--- src/hdl/access_guard_pkg.sv ---
/*
  Shared constants, field layouts and helper functions for the peripheral
  bridge and I/O port access guard.
  Assumes one 100 MHz system clock and synchronous active-low resets.
*/
// How it works
// - bridge forwards master transactions to peripheral slots
// - every slot owns its own rights word
// - read/write rights per master and mode
// - violating bridge access blocked, ends with error
// - rights writes take effect only when privileged
// - I/O pins grouped in ports of eight
// - each port keeps rights per master, mode
// - ports reachable via bridge and core port
// - core port: denied read zero, write ignored
// - denied bridge access to port gives error
// - core starts privileged secure after any reset
// - lock freezes configuration until power-on reset
// - three modes: priv secure, user secure, nonsecure
// - rights kept per master: core and DMA
package access_guard_pkg;

  // bus masters
  localparam logic       MASTER_CORE   = 1'b0;
  localparam logic       MASTER_DMA    = 1'b1;

  // access modes
  typedef enum logic [1:0]
  {
    MODE_PRIV_SECURE = 2'h0,
    MODE_USER_SECURE = 2'h1,
    MODE_USER_NONSEC = 2'h2
  } mode_t;

  // geometry
  localparam int         NUM_SLOTS     = 8;
  localparam int         NUM_PORTS     = 4;
  localparam int         PORT_PINS     = 8;
  localparam int         RIGHTS_W      = 12;

  // bridge address map: slot index in the top nibble
  localparam int         BR_ADDR_W     = 16;
  localparam int         BR_OFF_W      = 12;
  localparam logic [3:0] BR_SLOT_GPIO  = 4'h8;

  // register map, byte addresses
  localparam logic [7:0] SLOT_RIGHTS_BASE = 8'h00;
  localparam logic [7:0] PORT_RIGHTS_BASE = 8'h20;
  localparam logic [7:0] LOCK_ADDR        = 8'h30;
  localparam logic [7:0] STATUS_ADDR      = 8'h34;

  // status fields
  localparam int         ST_BR_ERR     = 0;
  localparam int         ST_CFG_REJ    = 1;
  localparam int         ST_LOCKED     = 2;
  localparam int         ST_SLOT_LSB   = 4;
  localparam int         ST_MASTER     = 8;
  localparam int         ST_MODE_LSB   = 9;

  // every master and mode may read and write out of power-on reset
  localparam logic [RIGHTS_W-1:0] RIGHTS_RESET = 12'hfff;

  // combine privilege and secure attributes into a mode
  function automatic mode_t access_mode(input logic priv,
                                        input logic secure);
    if (priv)
      return MODE_PRIV_SECURE;
    else if (secure)
      return MODE_USER_SECURE;
    else
      return MODE_USER_NONSEC;
  endfunction : access_mode

  // rights bit = mode*4 + master*2 + write
  function automatic logic permitted(input logic [RIGHTS_W-1:0] rights,
                                     input logic                master,
                                     input mode_t               mode,
                                     input logic                wr);
    logic [3:0] idx;
    idx = {mode, master, wr};
    return rights[idx];
  endfunction : permitted

endpackage : access_guard_pkg

--- src/hdl/gpio_port_bank.sv ---
/*
  Output latches of the eight-pin I/O ports with two write ports and two
  registered read ports; reads sample the pin inputs.
  Assumes the caller has already judged every access; a disabled read
  returns zero in the following cycle.
*/
`timescale 1ns/1ps
module gpio_port_bank
  import access_guard_pkg::*;
(
  input  wire logic                         clk,
  input  wire logic                         rst_n,
  input  wire logic [NUM_PORTS*PORT_PINS-1:0] pin_in,
  input  wire logic                         wr_en_a,
  input  wire logic [1:0]                   wr_port_a,
  input  wire logic [PORT_PINS-1:0]         wr_data_a,
  input  wire logic                         wr_en_b,
  input  wire logic [1:0]                   wr_port_b,
  input  wire logic [PORT_PINS-1:0]         wr_data_b,
  input  wire logic                         rd_en_a,
  input  wire logic [1:0]                   rd_port_a,
  input  wire logic                         rd_en_b,
  input  wire logic [1:0]                   rd_port_b,
  output logic      [PORT_PINS-1:0]         rd_data_a,
  output logic      [PORT_PINS-1:0]         rd_data_b,
  output logic      [NUM_PORTS*PORT_PINS-1:0] port_out
);

  // output latches; the core port write lands last and wins a collision
  always_ff @(posedge clk)
  begin
    if (!rst_n)
      port_out <= '0;
    else
    begin
      if (wr_en_a)
        port_out[wr_port_a*PORT_PINS +: PORT_PINS] <= wr_data_a;
      if (wr_en_b)
        port_out[wr_port_b*PORT_PINS +: PORT_PINS] <= wr_data_b;
    end
  end

  // registered reads, zero when not enabled
  always_ff @(posedge clk)
  begin
    if (!rst_n)
    begin
      rd_data_a <= '0;
      rd_data_b <= '0;
    end
    else
    begin
      rd_data_a <= rd_en_a ? pin_in[rd_port_a*PORT_PINS +: PORT_PINS] : '0;
      rd_data_b <= rd_en_b ? pin_in[rd_port_b*PORT_PINS +: PORT_PINS] : '0;
    end
  end

endmodule : gpio_port_bank

--- src/hdl/peripheral_gpio_access_guard.sv ---
/*
  Peripheral bridge with per-slot access rights, I/O port rights shared by
  the bridge and the single-cycle core port, and a lockable configuration.
  Assumes peripherals answer PS_RDATA in the cycle they are selected, and
  that POR_N is asserted together with RESETN at power-on.
*/
`timescale 1ns/1ps
module peripheral_gpio_access_guard
  import access_guard_pkg::*;
(
  input  wire logic                 SYS_CLK,
  input  wire logic                 RESETN,
  input  wire logic                 POR_N,
  // configuration register port
  input  wire logic [7:0]           REG_ADDR,
  input  wire logic [31:0]          REG_WDATA,
  input  wire logic                 REG_WR,
  input  wire logic                 REG_RD,
  input  wire logic                 REG_PRIV,
  output logic      [31:0]          REG_RDATA,
  // bridge request from the crossbar
  input  wire logic                 BR_VALID,
  input  wire logic                 BR_WRITE,
  input  wire logic [BR_ADDR_W-1:0] BR_ADDR,
  input  wire logic [31:0]          BR_WDATA,
  input  wire logic                 BR_MASTER,
  input  wire logic                 BR_PRIV,
  input  wire logic                 BR_SECURE,
  output logic                      BR_DONE,
  output logic                      BR_ERROR,
  output logic      [31:0]          BR_RDATA,
  // peripheral slot side
  output logic      [NUM_SLOTS-1:0] PS_SEL,
  output logic                      PS_WRITE,
  output logic      [BR_OFF_W-1:0]  PS_ADDR,
  output logic      [31:0]          PS_WDATA,
  input  wire logic [NUM_SLOTS*32-1:0] PS_RDATA,
  // single-cycle core port
  input  wire logic                 CP_VALID,
  input  wire logic                 CP_WRITE,
  input  wire logic [1:0]           CP_PORT,
  input  wire logic [PORT_PINS-1:0] CP_WDATA,
  input  wire logic                 CP_PRIV,
  input  wire logic                 CP_SECURE,
  output logic      [PORT_PINS-1:0] CP_RDATA,
  // pins
  input  wire logic [NUM_PORTS*PORT_PINS-1:0] GPIO_IN,
  output logic      [NUM_PORTS*PORT_PINS-1:0] GPIO_OUT,
  output logic                      BOOT_PRIV_SECURE
);

  // rights tables and the configuration lock
  logic [RIGHTS_W-1:0]  slot_rights_reg [NUM_SLOTS];
  logic [RIGHTS_W-1:0]  port_rights_reg [NUM_PORTS];
  logic                 lock_reg;
  logic                 rst_any_n;

  // bridge decode and judgement
  logic [3:0]           br_slot;
  logic                 br_is_per;
  logic                 br_is_gpio;
  logic [2:0]           br_idx;
  logic [1:0]           br_port;
  logic [RIGHTS_W-1:0]  br_rights;
  mode_t                br_mode;
  logic                 br_ok;
  logic                 br_per_go;
  logic                 br_gpio_go;

  // core port judgement
  mode_t                cp_mode;
  logic                 cp_ok;

  // configuration write decode
  logic                 cfg_wr;
  logic                 cfg_ok;
  logic                 is_slot_addr;
  logic                 is_port_addr;
  logic [2:0]           reg_slot;
  logic [1:0]           reg_port;

  // bridge answer registers
  logic                 br_done_reg;
  logic                 br_error_reg;
  logic [31:0]          br_rdata_reg;
  logic                 br_gpio_rd_reg;
  logic [PORT_PINS-1:0] bank_rd_a;

  // status flags and captured error details
  logic                 br_err_flag_reg;
  logic                 cfg_rej_flag_reg;
  logic [3:0]           err_slot_reg;
  logic                 err_master_reg;
  mode_t                err_mode_reg;

  // register read path and boot mode
  logic [31:0]          reg_rdata_reg;
  logic [31:0]          reg_rdata_next;
  logic [31:0]          status_word;
  logic                 boot_ps_reg;

  // power-on reset also resets everything the warm reset covers
  assign rst_any_n = RESETN & POR_N;
  // rights and lock watch POR_N alone, so a warm reset keeps them

  // bridge decode and rights lookup, judged in the request cycle
  assign br_slot    = BR_ADDR[BR_ADDR_W-1 -: 4];
  assign br_is_per  = ~br_slot[3];
  assign br_is_gpio = (br_slot == BR_SLOT_GPIO);
  assign br_idx     = br_slot[2:0];
  assign br_port    = BR_ADDR[3:2];
  assign br_mode    = access_mode(BR_PRIV, BR_SECURE);
  assign br_rights  = br_is_per ? slot_rights_reg[br_idx]
                                : port_rights_reg[br_port];
  // an unmapped slot fails the first term and always errors
  assign br_ok      = (br_is_per | br_is_gpio) &&
                      permitted(br_rights, BR_MASTER, br_mode,
                                BR_WRITE);
  assign br_per_go  = BR_VALID & br_is_per & br_ok;
  assign br_gpio_go = BR_VALID & br_is_gpio & br_ok;

  // forward permitted transactions to the addressed slot only
  // denied or unmapped requests never reach a slot
  assign PS_SEL   = br_per_go ? NUM_SLOTS'(1) << br_idx : '0;
  assign PS_WRITE = br_per_go & BR_WRITE;
  assign PS_ADDR  = BR_ADDR[BR_OFF_W-1:0];
  assign PS_WDATA = BR_WDATA;

  // core port is always the core master
  assign cp_mode = access_mode(CP_PRIV, CP_SECURE);
  assign cp_ok   = permitted(port_rights_reg[CP_PORT], MASTER_CORE,
                             cp_mode, CP_WRITE);

  // port latches shared by the bridge and the core port
  // bridge writes enter on port a, core port writes on port b
  gpio_port_bank u_bank
  (
    .clk       (SYS_CLK),
    .rst_n     (rst_any_n),
    .pin_in    (GPIO_IN),
    .wr_en_a   (br_gpio_go & BR_WRITE),
    .wr_port_a (br_port),
    .wr_data_a (BR_WDATA[PORT_PINS-1:0]),
    .wr_en_b   (CP_VALID & CP_WRITE & cp_ok),
    .wr_port_b (CP_PORT),
    .wr_data_b (CP_WDATA),
    .rd_en_a   (br_gpio_go & ~BR_WRITE),
    .rd_port_a (br_port),
    .rd_en_b   (CP_VALID & ~CP_WRITE & cp_ok),
    .rd_port_b (CP_PORT),
    .rd_data_a (bank_rd_a),
    .rd_data_b (CP_RDATA),
    .port_out  (GPIO_OUT)
  );

  // bridge answer one cycle after the request
  always_ff @(posedge SYS_CLK)
  begin
    if (!rst_any_n)
    begin
      br_done_reg    <= 1'b0;
      br_error_reg   <= 1'b0;
      br_rdata_reg   <= '0;
      br_gpio_rd_reg <= 1'b0;
    end
    else
    begin
      br_done_reg    <= BR_VALID;
      br_error_reg   <= BR_VALID & ~br_ok;
      br_gpio_rd_reg <= br_gpio_go & ~BR_WRITE;
      br_rdata_reg   <= (br_per_go & ~BR_WRITE) ?
                        PS_RDATA[br_idx*32 +: 32] : '0;
    end
  end

  assign BR_DONE  = br_done_reg;
  assign BR_ERROR = br_error_reg;
  assign BR_RDATA = br_gpio_rd_reg ? {24'h000000, bank_rd_a}
                                   : br_rdata_reg;

  // configuration write decode
  assign is_slot_addr = (REG_ADDR[7:5] == SLOT_RIGHTS_BASE[7:5]) &&
                        (REG_ADDR[1:0] == 2'h0);
  assign is_port_addr = (REG_ADDR[7:4] == PORT_RIGHTS_BASE[7:4]) &&
                        (REG_ADDR[1:0] == 2'h0);
  assign reg_slot     = REG_ADDR[4:2];
  assign reg_port     = REG_ADDR[3:2];
  assign cfg_wr       = REG_WR & (is_slot_addr | is_port_addr |
                                  (REG_ADDR == LOCK_ADDR));
  assign cfg_ok       = cfg_wr & REG_PRIV & ~lock_reg;

  // rights tables survive warm resets, only power-on reloads them with RIGHTS_RESET
  always_ff @(posedge SYS_CLK)
  begin
    if (!POR_N)
    begin
      for (int i = 0; i < NUM_SLOTS; i++)
        slot_rights_reg[i] <= RIGHTS_RESET;
      for (int i = 0; i < NUM_PORTS; i++)
        port_rights_reg[i] <= RIGHTS_RESET;
    end
    else if (cfg_ok)
    begin
      if (is_slot_addr)
        slot_rights_reg[reg_slot] <= REG_WDATA[RIGHTS_W-1:0];
      if (is_port_addr)
        port_rights_reg[reg_port] <= REG_WDATA[RIGHTS_W-1:0];
    end
  end

  // lock is sticky, only power-on reset releases it
  // the lock write itself must be privileged and unlocked
  always_ff @(posedge SYS_CLK)
  begin
    if (!POR_N)
      lock_reg <= 1'b0;
    else if (cfg_ok && REG_ADDR == LOCK_ADDR && REG_WDATA[0])
      lock_reg <= 1'b1;
  end

  // sticky status flags; a new event beats a same-cycle clear
  // captured slot, master and mode stay until the next bridge error or reset
  always_ff @(posedge SYS_CLK)
  begin
    if (!rst_any_n)
    begin
      br_err_flag_reg  <= 1'b0;
      cfg_rej_flag_reg <= 1'b0;
      err_slot_reg     <= '0;
      err_master_reg   <= MASTER_CORE;
      err_mode_reg     <= MODE_PRIV_SECURE;
    end
    else
    begin
      if (REG_WR && REG_PRIV && REG_ADDR == STATUS_ADDR)
      begin
        if (REG_WDATA[ST_BR_ERR])
          br_err_flag_reg <= 1'b0;
        if (REG_WDATA[ST_CFG_REJ])
          cfg_rej_flag_reg <= 1'b0;
      end
      if (BR_VALID && !br_ok)
      begin
        br_err_flag_reg <= 1'b1;
        err_slot_reg    <= br_slot;
        err_master_reg  <= BR_MASTER;
        err_mode_reg    <= br_mode;
      end
      if (cfg_wr && !cfg_ok)
        cfg_rej_flag_reg <= 1'b1;
    end
  end

  // status word assembly
  always_comb
  begin
    status_word                               = '0;
    status_word[ST_BR_ERR]                    = br_err_flag_reg;
    status_word[ST_CFG_REJ]                   = cfg_rej_flag_reg;
    status_word[ST_LOCKED]                    = lock_reg;
    status_word[ST_SLOT_LSB +: 4]             = err_slot_reg;
    status_word[ST_MASTER]                    = err_master_reg;
    status_word[ST_MODE_LSB +: 2]             = err_mode_reg;
  end

  // register read mux, unmapped addresses read zero
  // reads need no privilege; rights sit in the low twelve bits
  always_comb
  begin
    reg_rdata_next = '0;
    if (is_slot_addr)
      reg_rdata_next[RIGHTS_W-1:0] = slot_rights_reg[reg_slot];
    else if (is_port_addr)
      reg_rdata_next[RIGHTS_W-1:0] = port_rights_reg[reg_port];
    else if (REG_ADDR == LOCK_ADDR)
      reg_rdata_next[0] = lock_reg;
    else if (REG_ADDR == STATUS_ADDR)
      reg_rdata_next = status_word;
  end

  // read data stands only in the cycle after the strobe
  // zero outside the answer cycle, so no stale word lingers
  always_ff @(posedge SYS_CLK)
  begin
    if (!rst_any_n)
      reg_rdata_reg <= '0;
    else
      reg_rdata_reg <= REG_RD ? reg_rdata_next : '0;
  end

  assign REG_RDATA = reg_rdata_reg;

  // core starts privileged secure; ends at its first user-mode access
  // dma accesses never end the boot mode
  always_ff @(posedge SYS_CLK)
  begin
    if (!rst_any_n)
      boot_ps_reg <= 1'b1;
    else if ((CP_VALID && !CP_PRIV) ||
             (BR_VALID && BR_MASTER == MASTER_CORE && !BR_PRIV))
      boot_ps_reg <= 1'b0;
  end

  assign BOOT_PRIV_SECURE = boot_ps_reg;

endmodule : peripheral_gpio_access_guard

--- config.mk ---
export PLATFORM = sky130hd
export DESIGN_NAME = peripheral_gpio_access_guard
export DESIGN_NICKNAME = d
export VERILOG_FILES = /design/src/hdl/access_guard_pkg.sv /design/src/hdl/gpio_port_bank.sv /design/src/hdl/peripheral_gpio_access_guard.sv
export SDC_FILE = /design/constraint.sdc
export NUM_CORES = 1
export LEC_CHECK = 0
export BUFFER_PORTS_ARGS = -buffer_cell sky130_fd_sc_hd__buf_4
export CORE_AREA = 2 2 220 222
export DETAILED_ROUTE_END_ITERATION = 8
export DIE_AREA = 0 0 222 224
export GPL_ROUTABILITY_DRIVEN = 0
export HOLD_SLACK_MARGIN = 0.05
export SYNTH_ARGS = -nofsm -noshare
export SYNTH_HDL_FRONTEND = slang
export SYNTH_SLANG_ARGS = --single-unit
export TNS_END_PERCENT = 20
--- constraint.sdc ---
create_clock -name SYS_CLK -period 3.8 [get_ports SYS_CLK]
set_input_delay 0.38 -clock SYS_CLK [delete_from_list [all_inputs] [get_ports SYS_CLK]]
set_output_delay 0.38 -clock SYS_CLK [all_outputs]
set_load 0.02 [all_outputs]
==> flow_summary.yaml <==
outcome:
  status: "completed"
cells_and_area:
  final_area_sq_um: 20000
  finalNetCount: 2075
  synthToLayoutAreaGrowth_pct: 29.5
  largest_register_ffs: 96
  layout-drive-gt1-share_pct: 49.1
  layout.cells.non_filler: 2309
sta:
  min_period_over_period_pct: 95.9
  final.min_clock_period_ps: 3640
  fin_tns_setup_ps: 0
  skew_ps: 53.0
  tightest_slew_ps: 1080
  rsz0062_at_grt: "no"
  slew_viol_final: 0
  hold_viol_final: 0
  relSlewSlack_pct: 28.0
  fmax_mhz: 274
  setup_viol: 0
routing:
  drc: 0
  routedWlPerCell_um: 28.0
  maxUsedRoutingLayer: "met5"
  drt_iter0_markers: 1381
  wl_met1_mm: 24.9
  wl_met3_mm: 7.23
  num_vias: 12800
  via_per_inst: 5.55
  met2_length_mm: 29.5
  drtAntennaViolNets: 0
  dr.pass1.iters: 6
  drt-total-wl_mm: 64.7
grt:
  antenna_found_initial: 16
  overflow: 0
  grt_max_degree: 64
  grtUsageTotal_pct: 25.3
  grt_pass1_wl_mm: 90.5
  grt_pass1_vias: 12800
power:
  power.density_nw_per_um2: 346
  power_frac_comb_pct: 19.2
  switching_share_pct: 27.5
  switchingPower_mw: 1.91
  p_seq_share_pct: 43.3
  p_leak_nw: 7.74
  clkPwrFrac_pct: 37.5
  ir_drop_mv: 0.340
  p_int_mw: 5.02
critical_path:
  slowest_delay_ps: 490
  cp-start-kind: "register"
  crit_fanout: 5
  cp_slowest_cell: "mux4_2"
  end_kind: "output port"
  cp.buffers_inverters: 2
  critical-path-top-delay-family: "simple AND/OR/NAND/NOR gates"
  arrival_ps: 3260
  rr_endpoint: "u_bank.rd_data_a[4]"
  crit_path_end: "PS_SEL[6]"
  worst-r2r-cell-count: 11
  crit_type: "register to output port"
  path_common_cell: "buf_4"
  startpoint: "slot_rights_reg[7][0]"
  reg2reg_slack_ps: 640
  r2r_start: "slot_rights_reg[7][0]"
  required_ps: 3420
  cp.depth: 10
  cp_cell_sequence: "mux4_2, mux2i_2, buf_4, nor4b_1, a311o_1, nor4b_4, and2_4, nor2_1, and3_1, buf_4"
synthesis:
  yosys-top-cells-area: "edfxtp_1 (28%), mux4_2 (20%), dfxtp_1 (14%), mux2i_1 (4.7%), or2_2 (3.4%)"
  synth_area_sq_um: 15500
  synth_top_family_by_area: "multiplexers"
  synth_edf_count: 144
  ys_seq_area_share_pct: 41.7
  synth_mux_area_share_pct: 27.3
  synth_compound_area_share_pct: 7.94
  syn_area_per_cell_sq_um: 12.1
  synthCells: 1274
  synthAdderAreaFrac_pct: 0.809
  synthSimpleGateAreaFrac_pct: 15.4
  yosys.cell_count.top_type: "edfxtp_1"
  synth_area_leader_cell: "edfxtp_1"
  synth-xor-area-share_pct: 0
  ys_types: 63
  synth-async-reset-ratio_pct: 0
  synth.ff_latch_count: 250
  synth_warnings: 0
  ys.flop_type: "edfxtp_1"
  yosysTopAreaCellShare_pct: 28.0
  synthTopCellsByCount: "edfxtp_1 (144), mux4_2 (136), dfxtp_1 (106)"
floorplanning:
  core_area_sq_um: 47300
  die_w_um: 222
  rows: 80
  start_util_pct: 32.7
  io-pin-count: 561
  dieArea_sq_um: 49700
  chipHeight_um: 224
hold_path:
  worstHoldPathType: "input port to register"
place:
  portBuffers: 452
  dp_hpwl_mm: 50.4
  dp_cells: 2247
  place_area_sq_um: 19100
cts:
  clkTransAtPathRegs_ps: 70
  cts.htree.levels: 1
  cts_inserted_buffers: 28
  clkLatencyLatePin_ps: 610
  cts_tree: "yes"
  cts_root_buf: "clkbuf_16"
  cts_sinks: 250
  clk_path_buf_depth: 3
flow_run:
  max_cap_violations: 0
==> routing by layer <==
layer	vias to the layer above	global-route usage, %
li1	5559	-
met1	6321	31.5
met2	786	39.9
met3	143	9.18
met4	16	9.74
met5	-	1.66
==> cells in the final DEF (no fill, tap or decap), types with 9 or more instances in the layout <==
cell type,synthesis,routed
a21oi_1,42,42
a222oi_1,9,9
ha_1,10,10
mux2i_1,72,71
dfxtp_1,106,106
edfxtp_1,144,144
nor2_1,46,46
mux2_2,23,23
nand2b_1,17,17
o21ai_0,29,29
buf_4,69,500
mux4_2,136,136
nor2_4,30,30
conb_1,1,20
a211oi_1,24,24
inv_1,18,18
nand2_1,104,104
o21a_1,17,17
nor2b_1,53,53
a311oi_1,10,10
nand3_1,19,19
clkbuf_16,0,28
nand4_1,19,19
clkinv_2,0,9
or2_2,85,85
==> power by group through the flow <==
stage | registers [mW] | logic [mW] | clock network (mW)
finish | 3.00 | 1.33 | 2.60
global route | 3.01 | 1.39 | 2.75
CTS | 3.00 | 1.32 | 2.65
detailed placement | 3.06 | 1.32 | 0
global placement | 3.05 | 1.31 | 0
floorplan | 3.04 | 0.770 | 0
==> per-stage QoR <==
step | utilization [%] | worst slack, ps | hold slack, ps | total power, mW
6_report | 42.3 | 157 | 74.6 | 6.93
5_1_grt | 42.3 | 29.0 | 66.6 | 7.16
4_1_cts | 42.2 | 63.2 | 59.5 | 6.97
3_5_place_dp | 40.4 | 312 | 457 | 4.37
3_3_place_gp | 40.4 | 318 | 445 | 4.36
2_1_floorplan | - | 537 | 436 | 3.81
==> cell type report <==
class,instances,area [sq um]
antenna,8,20.0
clock buffer,37,764
clock inverter,15,97.6
fill,4556,27300
inverter,21,78.8
multi-input combinational,859,8040
sequential,250,6450
tap,615,769
timing repair buffer,504,3810
==> timing repair <==
action,CTS,global route
gates resized for setup,0,1
setup buffers,0,1
hold buffers,1,0
setup endpoints to repair,0,8
endpoints found under the hold margin,1,0
==> logic make-up (layout without fill, tap and decap cells) <==
family                   Yosys count  count (layout)
flip-flops                       250             250
other                              1              28
AO/OA/AOI/OAI                    175             175
adder cells (fa/ha/maj)           10              10
multiplexers                     239             239
AND/OR/NAND/NOR                  415             415
buffers and inverters            184             577
==> worst min path at each step <==
| stage | startpoint | to | slack, ps | cells after the start |
|---|---|---|---|---|
| floorplan | err_slot_reg[3] | err_slot_reg[3] | 440 | 2 |
| global placement | err_slot_reg[1] | err_slot_reg[1] | 450 | 2 |
| detailed placement | err_slot_reg[0] | err_slot_reg[0] | 460 | 2 |
| CTS | BR_VALID | BR_DONE | 60 | 2 |
| global route | BR_VALID | BR_DONE | 70 | 2 |
| finish | BR_VALID | BR_DONE | 70 | 2 |
Note: power is estimated with default switching activity, not from simulation.
